### src/hw/dbrw_regs.vh
// Register map, field positions and timing constants of the DDR2 burst controller.
`ifndef DBRW_REGS_VH
`define DBRW_REGS_VH
`define DBRW_A_CMD 6'h00
`define DBRW_A_COL 6'h04
`define DBRW_A_MODE 6'h08
`define DBRW_A_STAT 6'h0c
`define DBRW_A_DATA_BIT 5
`define DBRW_CMD_GO 0
`define DBRW_CMD_WR 1
`define DBRW_CMD_BA 3:2
`define DBRW_MODE_CL 2:0
`define DBRW_MODE_AL 5:3
`define DBRW_MODE_BL8 6
`define DBRW_MODE_ILV 7
`define DBRW_MODE_DIFF 8
`define DBRW_MODE_RST 9'h013
`define DBRW_ST_BUSY 0
`define DBRW_ST_DONE 1
`define DBRW_ST_ERR 2
`define DBRW_ST_TMO 3
`define DBRW_PH_RISE 3'h7
`define DBRW_PH_FALL 3'h3
`define DBRW_PH_STB0 3'h0
`define DBRW_PH_STB1 3'h4
`define DBRW_PH_DAT0 3'h2
`define DBRW_PH_DAT1 3'h6
`define DBRW_HT_MAX 6'h3f
`define DBRW_BL4_HT 6'h04
`define DBRW_BL8_HT 6'h08
`define DBRW_RTW4_HT 6'h08
`define DBRW_RTW8_HT 6'h0c
`define DBRW_WTR_HT 6'h04
`define DBRW_RD_SLACK_HT 6'h08
`define DBRW_ONE_HT 6'h01
`define DBRW_CK_HT 6'h02
`endif

### src/hw/dbrw_ctrl.v
// Host-side DDR2 column burst controller with an AHB-Lite register port.
//
// Added by the designer: the AHB-Lite interface to the registers and the register addresses.
`timescale 1ns/1ps
`default_nettype none
`include "dbrw_regs.vh"
////////////////////////////////////////////////////////////////////////////////
// How it works
// - Read command is CS and CAS low, RAS and WE high, column on address.
// - Write command is CS, CAS and WE low, RAS high, column on address.
// - Write latency is AL + CL - 1 clocks from command to first strobe edge.
// - Controller drives the strobe low as preamble one clock before write latency.
// - Controller puts write bits on successive strobe edges until four or eight.
// - Write recovery must pass between write burst end and bank precharge.
// - Write may follow read after four clocks (burst four) or six (burst eight).
// - Gapless reads come every two clocks (burst four) or four (burst eight).
// - Read interruption only by a read, burst eight, exactly two clocks later.
// - A read with auto-precharge must never be interrupted.
// - An interrupting read may target any bank.
// - Command spacing always uses the programmed burst length.
// - Column commands are at least two clocks apart.
// - Column commands go only to activated banks.
module dbrw_ctrl (
    // Clock and reset
    input wire mclk,
    input wire rst_n,
    // AHB-Lite slave
    input wire hsel,
    input wire [31:0] haddr,
    input wire [1:0] htrans,
    input wire hwrite,
    input wire [2:0] hsize,
    input wire [31:0] hwdata,
    input wire hready,
    output wire hreadyout,
    output wire hresp,
    output wire [31:0] hrdata,
    // Activation state kept by the row logic
    input wire [3:0] bank_open,
    // Memory clock and command pins
    output wire ck,
    output wire ck_n,
    output wire cs_n,
    output wire ras_n,
    output wire cas_n,
    output wire we_n,
    output wire [1:0] ba,
    output wire [12:0] addr,
    // Data and strobe pins
    input wire [15:0] dq_in,
    output wire [15:0] dq_out,
    output wire dq_oe_n,
    input wire dqs_in,
    output wire dqs_out,
    output wire dqs_oe_n,
    output wire dqs_n_out,
    output wire dqs_n_oe_n
);
    localparam [3:0] ST_IDLE = 4'b0001;
    localparam [3:0] ST_CMD = 4'b0010;
    localparam [3:0] ST_WRT = 4'b0100;
    localparam [3:0] ST_RDT = 4'b1000;

    // Half-tick count of a latency given in clocks.
    function [5:0] half;
        input [4:0] clocks;
        begin
            half = {clocks, 1'b0};
        end
    endfunction

    ////////////////////////////////////////////////////////////////////////////
    reg [3:0] state_q;
    reg [2:0] ph_q;
    reg ck_q;
    reg [5:0] ht_q;
    reg [5:0] gap_rd_q;
    reg [5:0] gap_wr_q;
    reg pend_q;
    reg wr_q;
    reg [1:0] ba_q;
    reg [9:0] col_q;
    reg [8:0] mode_q;
    reg done_q;
    reg err_q;
    reg tmo_q;
    reg [15:0] dbuf_q [0:7];
    reg cs_n_q;
    reg ras_n_q;
    reg cas_n_q;
    reg we_n_q;
    reg [1:0] ba_o_q;
    reg [12:0] addr_q;
    reg [15:0] dq_q;
    reg dq_oe_n_q;
    reg dqs_q;
    reg dqs_oe_n_q;
    reg dqs_s1_q;
    reg dqs_s2_q;
    reg dqs_s3_q;
    reg [15:0] dq_s1_q;
    reg [15:0] dq_s2_q;
    reg cap_q;
    reg [3:0] rc_q;
    reg wv_q;
    reg [5:0] wa_q;
    reg [31:0] hrdata_q;
    reg [31:0] rmux;

    // Latencies in half clock periods, taken from the mode copy.
    wire [4:0] rl = {2'b00, mode_q[`DBRW_MODE_AL]} + {2'b00, mode_q[`DBRW_MODE_CL]};
    wire [5:0] rl2 = half(rl);
    wire [5:0] wl2 = rl2 - `DBRW_CK_HT;
    wire bl8 = mode_q[`DBRW_MODE_BL8];
    wire [5:0] blh = bl8 ? `DBRW_BL8_HT : `DBRW_BL4_HT;
    wire [5:0] wk = ht_q - wl2 + `DBRW_ONE_HT;
    wire [2:0] beat = (state_q == ST_WRT) ? wk[2:0] : rc_q[2:0];
    wire [2:0] slot;
    wire stb_ph = (ph_q == `DBRW_PH_STB0) || (ph_q == `DBRW_PH_STB1);
    wire dat_ph = (ph_q == `DBRW_PH_DAT0) || (ph_q == `DBRW_PH_DAT1);
    wire half_edge = (ph_q == `DBRW_PH_RISE) || (ph_q == `DBRW_PH_FALL);
    wire acc = hsel & hready & htrans[1];
    wire wcmd = wv_q && (wa_q == `DBRW_A_CMD);
    wire go = wcmd && hwdata[`DBRW_CMD_GO];
    wire wstat = wv_q && (wa_q == `DBRW_A_STAT);
    wire gap_ok = ht_q >= (wr_q ? gap_wr_q : gap_rd_q);
    wire rd_open = ht_q >= (rl2 - `DBRW_ONE_HT);
    wire dqs_edge = dqs_s2_q ^ dqs_s3_q;
    wire set_done = ((state_q == ST_WRT) && stb_ph && (ht_q == wl2 + blh + `DBRW_ONE_HT))
        || ((state_q == ST_RDT) && cap_q && (rc_q + 4'h1 == blh[3:0]));
    wire set_tmo = (state_q == ST_RDT) && (ht_q == rl2 + blh + `DBRW_RD_SLACK_HT) && !cap_q;
    wire set_err = (go && (pend_q || state_q != ST_IDLE))
        || (pend_q && state_q == ST_IDLE && ph_q == `DBRW_PH_FALL && gap_ok && !bank_open[ba_q]);

    dbrw_order u_order (
        .start(col_q[2:0]),
        .bl8(bl8),
        .ilv(mode_q[`DBRW_MODE_ILV]),
        .beat(beat),
        .idx(slot)
    );

    ////////////////////////////////////////////////////////////////////////////
    // Bus read mux and register writes.
    always @* begin
        rmux = 32'h0;
        if (haddr[`DBRW_A_DATA_BIT]) begin
            rmux = {16'h0, dbuf_q[haddr[4:2]]};
        end else begin
            case (haddr[5:0])
                `DBRW_A_CMD: rmux = {28'h0, ba_q, wr_q, pend_q};
                `DBRW_A_COL: rmux = {22'h0, col_q};
                `DBRW_A_MODE: rmux = {23'h0, mode_q};
                `DBRW_A_STAT: rmux = {28'h0, tmo_q, err_q, done_q, state_q != ST_IDLE || pend_q};
                default: rmux = 32'h0;
            endcase
        end
    end

    always @(posedge mclk or negedge rst_n) begin
        if (!rst_n) begin
            wv_q <= 1'b0;
            wa_q <= 6'h00;
            hrdata_q <= 32'h0;
            col_q <= 10'h000;
            mode_q <= `DBRW_MODE_RST;
            done_q <= 1'b0;
            err_q <= 1'b0;
            tmo_q <= 1'b0;
        end else begin
            wv_q <= acc & hwrite;
            if (acc) begin
                wa_q <= haddr[5:0];
            end
            if (acc && !hwrite) begin
                hrdata_q <= rmux;
            end
            if (wv_q && wa_q == `DBRW_A_COL) begin
                col_q <= hwdata[9:0];
            end
            if (wv_q && wa_q == `DBRW_A_MODE) begin
                mode_q <= hwdata[8:0];
            end
            // A hardware set in the clearing cycle wins.
            done_q <= set_done | (done_q & ~(wstat & hwdata[`DBRW_ST_DONE]));
            err_q <= set_err | (err_q & ~(wstat & hwdata[`DBRW_ST_ERR]));
            tmo_q <= set_tmo | (tmo_q & ~(wstat & hwdata[`DBRW_ST_TMO]));
        end
    end

    // Data buffer: software fills it for writes, the read capture fills it for reads.
    always @(posedge mclk) begin
        if (state_q == ST_RDT && cap_q) begin
            dbuf_q[slot] <= dq_s2_q;
        end else if (wv_q && wa_q[`DBRW_A_DATA_BIT]) begin
            dbuf_q[wa_q[4:2]] <= hwdata[15:0];
        end
    end

    ////////////////////////////////////////////////////////////////////////////
    // Pin synchronisers for the read strobe and data.
    always @(posedge mclk or negedge rst_n) begin
        if (!rst_n) begin
            dqs_s1_q <= 1'b1;
            dqs_s2_q <= 1'b1;
            dqs_s3_q <= 1'b1;
            dq_s1_q <= 16'h0;
            dq_s2_q <= 16'h0;
        end else begin
            dqs_s1_q <= dqs_in;
            dqs_s2_q <= dqs_s1_q;
            dqs_s3_q <= dqs_s2_q;
            dq_s1_q <= dq_in;
            dq_s2_q <= dq_s1_q;
        end
    end

    ////////////////////////////////////////////////////////////////////////////
    // Memory clock, command sequencing and burst data.
    always @(posedge mclk or negedge rst_n) begin
        if (!rst_n) begin
            state_q <= ST_IDLE;
            ph_q <= 3'h0;
            ck_q <= 1'b1;
            ht_q <= `DBRW_HT_MAX;
            gap_rd_q <= 6'h00;
            gap_wr_q <= 6'h00;
            pend_q <= 1'b0;
            wr_q <= 1'b0;
            ba_q <= 2'b00;
            cs_n_q <= 1'b1;
            ras_n_q <= 1'b1;
            cas_n_q <= 1'b1;
            we_n_q <= 1'b1;
            ba_o_q <= 2'b00;
            addr_q <= 13'h0000;
            dq_q <= 16'h0;
            dq_oe_n_q <= 1'b1;
            dqs_q <= 1'b0;
            dqs_oe_n_q <= 1'b1;
            cap_q <= 1'b0;
            rc_q <= 4'h0;
        end else begin
            ph_q <= ph_q + 3'h1;
            ck_q <= ~ph_q[2] ^ (ph_q == `DBRW_PH_RISE) ^ (ph_q == `DBRW_PH_FALL);
            cap_q <= 1'b0;
            if (half_edge && ht_q != `DBRW_HT_MAX) begin
                ht_q <= ht_q + 6'h01;
            end
            if (go && !pend_q && state_q == ST_IDLE) begin
                pend_q <= 1'b1;
                wr_q <= hwdata[`DBRW_CMD_WR];
                ba_q <= hwdata[`DBRW_CMD_BA];
            end
            if (ph_q == `DBRW_PH_FALL) begin
                cs_n_q <= 1'b1;
                ras_n_q <= 1'b1;
                cas_n_q <= 1'b1;
                we_n_q <= 1'b1;
            end
            case (state_q)
                ST_IDLE: begin
                    // Commands change on the falling memory clock so they are stable at the rise.
                    if (pend_q && ph_q == `DBRW_PH_FALL && gap_ok) begin
                        pend_q <= 1'b0;
                        if (bank_open[ba_q]) begin
                            cs_n_q <= 1'b0;
                            ras_n_q <= 1'b1;
                            cas_n_q <= 1'b0;
                            we_n_q <= ~wr_q;
                            ba_o_q <= ba_q;
                            addr_q <= {3'b000, col_q};
                            state_q <= ST_CMD;
                        end
                    end
                end
                ST_CMD: begin
                    if (ph_q == `DBRW_PH_RISE) begin
                        ht_q <= 6'h00;
                        rc_q <= 4'h0;
                        // Spacing uses the programmed length; no read is ever cut short.
                        if (wr_q) begin
                            gap_rd_q <= wl2 + blh + `DBRW_WTR_HT;
                            gap_wr_q <= wl2 + blh + `DBRW_WTR_HT;
                            state_q <= ST_WRT;
                        end else begin
                            gap_rd_q <= blh;
                            gap_wr_q <= bl8 ? `DBRW_RTW8_HT : `DBRW_RTW4_HT;
                            state_q <= ST_RDT;
                        end
                    end
                end
                ST_WRT: begin
                    if (stb_ph) begin
                        if (ht_q == wl2 - `DBRW_CK_HT) begin
                            dqs_oe_n_q <= 1'b0;
                            dqs_q <= 1'b0;
                        end else if (ht_q >= wl2 && ht_q < wl2 + blh) begin
                            dqs_q <= ~ht_q[0];
                        end else if (ht_q == wl2 + blh) begin
                            dqs_q <= 1'b0;
                        end else if (ht_q == wl2 + blh + `DBRW_ONE_HT) begin
                            dqs_oe_n_q <= 1'b1;
                            state_q <= ST_IDLE;
                        end
                    end
                    // Data changes midway between strobe edges to centre it on them.
                    if (dat_ph) begin
                        if (ht_q >= wl2 - `DBRW_ONE_HT && ht_q < wl2 + blh - `DBRW_ONE_HT) begin
                            dq_oe_n_q <= 1'b0;
                            dq_q <= dbuf_q[slot];
                        end else if (ht_q == wl2 + blh - `DBRW_ONE_HT) begin
                            dq_oe_n_q <= 1'b1;
                        end
                    end
                end
                ST_RDT: begin
                    // The window opens at the preamble, so the first edge seen must rise.
                    if (dqs_edge && rd_open && rc_q < blh[3:0] && (rc_q != 4'h0 || dqs_s2_q)) begin
                        cap_q <= 1'b1;
                    end
                    if (cap_q) begin
                        rc_q <= rc_q + 4'h1;
                        if (rc_q + 4'h1 == blh[3:0]) begin
                            state_q <= ST_IDLE;
                        end
                    end else if (set_tmo) begin
                        state_q <= ST_IDLE;
                    end
                end
                default: begin
                    state_q <= ST_IDLE;
                end
            endcase
        end
    end

    ////////////////////////////////////////////////////////////////////////////
    assign hreadyout = 1'b1;
    assign hresp = 1'b0;
    assign hrdata = hrdata_q;
    assign ck = ck_q;
    assign ck_n = ~ck_q;
    assign cs_n = cs_n_q;
    assign ras_n = ras_n_q;
    assign cas_n = cas_n_q;
    assign we_n = we_n_q;
    assign ba = ba_o_q;
    assign addr = addr_q;
    assign dq_out = dq_q;
    assign dq_oe_n = dq_oe_n_q;
    assign dqs_out = dqs_q;
    assign dqs_oe_n = dqs_oe_n_q;
    // The complement strobe is only driven when the differential mode is set.
    assign dqs_n_out = ~dqs_q;
    assign dqs_n_oe_n = dqs_oe_n_q | ~mode_q[`DBRW_MODE_DIFF];
endmodule // dbrw_ctrl
`default_nettype wire

### src/hw/dbrw_order.v
// Burst beat to column offset mapping for sequential and interleaved order.
`timescale 1ns/1ps
`default_nettype none
module dbrw_order (
    // Burst setup
    input wire [2:0] start,
    input wire bl8,
    input wire ilv,
    // Beat in, column offset out
    input wire [2:0] beat,
    output reg [2:0] idx
);
    always @* begin
        if (ilv) begin
            idx = {start[2] ^ (bl8 & beat[2]), start[1:0] ^ beat[1:0]};
        end else begin
            idx = {start[2] ^ (bl8 & beat[2]), start[1:0] + beat[1:0]};
        end
    end
endmodule // dbrw_order
`default_nettype wire

### config.mk
export PLATFORM = sky130hd
export DESIGN_NAME = dbrw_ctrl
export DESIGN_NICKNAME = d
export VERILOG_FILES = /design/src/hw/dbrw_ctrl.v /design/src/hw/dbrw_order.v
export VERILOG_INCLUDE_DIRS = /design/src /design/src/hw
export SDC_FILE = /design/constraint.sdc
export NUM_CORES = 1
export LEC_CHECK = 0
export BUFFER_PORTS_ARGS = -buffer_cell sky130_fd_sc_hd__buf_2
export CORE_MARGIN = 5
export CORE_UTILIZATION = 51
export DETAILED_ROUTE_END_ITERATION = 7
export PLACE_DENSITY_LB_ADDON = 0.3
export SYNTH_ARGS = -nofsm -noshare
export SYNTH_HDL_FRONTEND = slang
export SYNTH_SLANG_ARGS = --single-unit
### constraint.sdc
create_clock -name mclk -period 11.8 [get_ports mclk]
set_input_delay 0 -clock mclk [delete_from_list [all_inputs] [get_ports mclk]]
set_output_delay 0 -clock mclk [all_outputs]
set_load 0.1 [all_outputs]
==> run summary <==
top-count cell post-synth = edfxtp_1
Avg Inst Size Synth = 14.1 um^2
Die Y = 171 um
worst vdd ir = 124 uV
initial core utilization = 51.4%
f_max = 198 MHz
Vias = 8156
number of distinct library cells after synthesis = 66
area grow syn2layout = 16.6%
Max-Slew Margin vs Limit = 25.3%
largest cells by area after synthesis = edfxtp_1, dfrtp_1, mux4_2, mux2_2, mux2i_1
Final ANT Viol Nets = 0
number of global-route vias before repair = 8594
Arrival @ worst endpoint = 5.31 ns
wire per inst = 21.1 um
clk_lat worst skew = 0.55 ns
final WL = 30.6 mm
Synth Instances = 944
Worst R2R Path Depth = 14
Max-cap violations = 0
CTS Buf Count = 29
Critical Path RT = 12.05 ns
Final setup viols = 0
RSZ-0062 raised after global routing = no
Detailed Route Iter0 Violations = 622
status = completed
Final Wtd Congestion = 0.859
Leak Pwr = 6.50 nW
critical path endpoint category = flip-flop
r2r setup slk = 6.74 ns
clk buf depth = 3
mapped cell area = 0.0133 mm^2
max-slew violations = 0
WHS = 0.0415 ns
# IOs = 171
Total Die Area = 0.0293 mm^2
CTS tree = done
Async S/R FF share, synth = 53.1%
gr ovfl total = 0
global-route wire length before repair = 48.4 mm
gr usage total = 21.3%
crit start category = flip-flop
post-CTS resize count = 0
CP Max Fanout = 18
Synth top area share = 29.0%
H-Tree Depth = 1
synth cell count leaders = edfxtp_1, dfrtp_1, mux2i_1, nand2_1, mux2_2
largest net degree at the start of global routing = 77
Chip Width = 171 um
Core Region = 0.0258 mm^2
layout cells sized above 1 = 28.8%
detailed-route DRC error count = 0
pwr/cell area = 198 mW/mm^2
First-pass DRT Iterations = 5
CTS Root Cell = clkbuf_16
antenna cell count = 0
Seq cells post-synth = 273
Post-synth top flop = edfxtp_1
number of clock sinks = 273
Filler Cells Inserted = 1976
area leader, netlist = edfxtp_1
critical path class = flip-flop to flip-flop
register clock-pin slew on the reported worst setup and hold paths = 0.06 ns
r2r endpoint = dbuf_q[5][13]
number of flops mapped to enable cells by yosys = 128
Hold Fails Final Rpt = 0
Tightest Hold Check Type = input port to asynchronous set/reset pin
minimum clock period = 5.06 ns
fin crit share = 42.9%
actual slew at the worst max-slew pin = 1.12 ns
RR Startpoint = mode_q[0]
power consumption = 0.00307 W
Synth Warn # = 0
fin nets = 1243
Critical Path Start = mode_q[0]
FP Rows = 59
antenna violations before repair = 0
Setup TNS = 0 ns
port bufs = 103
register area share after synthesis = 56.5%
vias per std cell = 5.62
clock skew = 0.0219 ns
hpwl dp = 20.3 mm
power breakdown:
| part | internal, W | switching [W] | total (W) |
|---|---|---|---|
| Clock | 0.000594 | 0.000384 | 0.000978 |
| Combinational | 0.000294 | 0.000672 | 0.000966 |
| Sequential | 0.00108 | 0.0000462 | 0.00112 |
| Total | 0.00197 | 0.00110 | 0.00307 |
cell type report:
type                       count  area [um^2]  area share [%]
clock inverter                20          280            1.81
clock buffer                  34          754            4.88
inverter                      34          128           0.825
tap                          335          419            2.71
sequential                   273         7500            48.5
multi-input combinational    595         5350            34.6
timing repair buffer         160         1040            6.75
layer usage:
layer / wire [um] / GRT usage [%]
met1: 13000 / 28.7
met2: 15000 / 36.2
met3: 1570 / 3.15
met4: 1010 / 6.82
met5: 0 / 0
cell families (layout without fill, tap and decap cells):
logic type	after synthesis	in the layout	synth area share [%]
DFF	273	273	56.5
adders and majority gates	55	55	5.47
muxes	192	192	20.1
AOI/OAI and AO/OA	128	128	6.05
buffers and inverters	95	248	3.86
and+or+nand+nor	175	175	6.28
xor gates and xnor gates	24	24	1.70
other	2	21	0.0566
sequential cells by signal (all words and copies together), names as in the netlist, 2 cells and up:
| signal | count |
|---|---|
| addr | 10 |
| ba | 2 |
| ba_q | 2 |
| col_q | 10 |
| dbuf_q | 128 |
| dq_out | 16 |
| dq_s1_q | 16 |
| dq_s2_q | 16 |
| gap_rd_q | 4 |
| gap_wr_q | 3 |
| hrdata | 16 |
| ht_q | 6 |
| mode_q | 9 |
| ph_q | 3 |
| rc_q | 4 |
| state_q | 4 |
| wa_q | 6 |
timing repair:
item                      in CTS  in global routing
buffers inserted               0                  0
hold buffers                  38                  0
hold endpoints to repair     249                  0
per-stage QoR:
stage               setup WS (ns)  cells  instance area (um^2)  utilization (%)
floorplan                    7.49    963                 13300                -
global placement             6.82   1359                 14100             54.4
detailed placement           6.81   1359                 14100             54.4
CTS                          6.78   1451                 15500             59.9
global route                 6.57   1451                 15500             59.9
finish                       6.74   1451                 15500             59.9
critical path, stage by stage, from the launching register on:
cell      delay [ns]
dfstp_2         0.54
ha_1            0.17
inv_1           0.06
fa_1            0.55
ha_1            0.35
inv_1           0.06
ha_1            0.31
xnor2_1         0.19
xnor2_1         0.12
a211oi_1        0.58
xor2_2          0.17
buf_4           0.33
mux2i_1         0.20
nor2_1          0.76
buf_4           0.35
how the worst max path moves through the flow:
stage	endpoint	slack (ns)	cells past startpoint
floorplan	dbuf_q[7][0]	7.49	13
CTS	dbuf_q[5][14]	6.78	14
global route	dbuf_q[5][14]	6.57	14
finish	dbuf_q[5][13]	6.74	14
detailed placement	dbuf_q[7][12]	6.81	14
global placement	dbuf_q[7][12]	6.82	14
placed cells by master (no fill, tap or decap), drive strengths merged, types with 4 or more instances in the layout:
cell type / instances
dfrtp: 125
dfstp: 20
mux2: 66
nor2b: 7
dlygate4sd3: 38
nor3: 10
clkbuf: 34
fa: 5
edfxtp: 128
mux4: 53
buf: 122
nor2: 41
nand2b: 5
a31oi: 5
conb: 21
o21ai: 53
mux2i: 73
nand3: 11
a22o: 7
o21a: 7
a21o: 4
inv: 38
clkinv: 7
bufinv: 6
and3: 5
xor2: 14
a21oi: 19
ha: 50
nand2: 70
xnor2: 10
a22oi: 9
(Power assumes the default switching activity.)
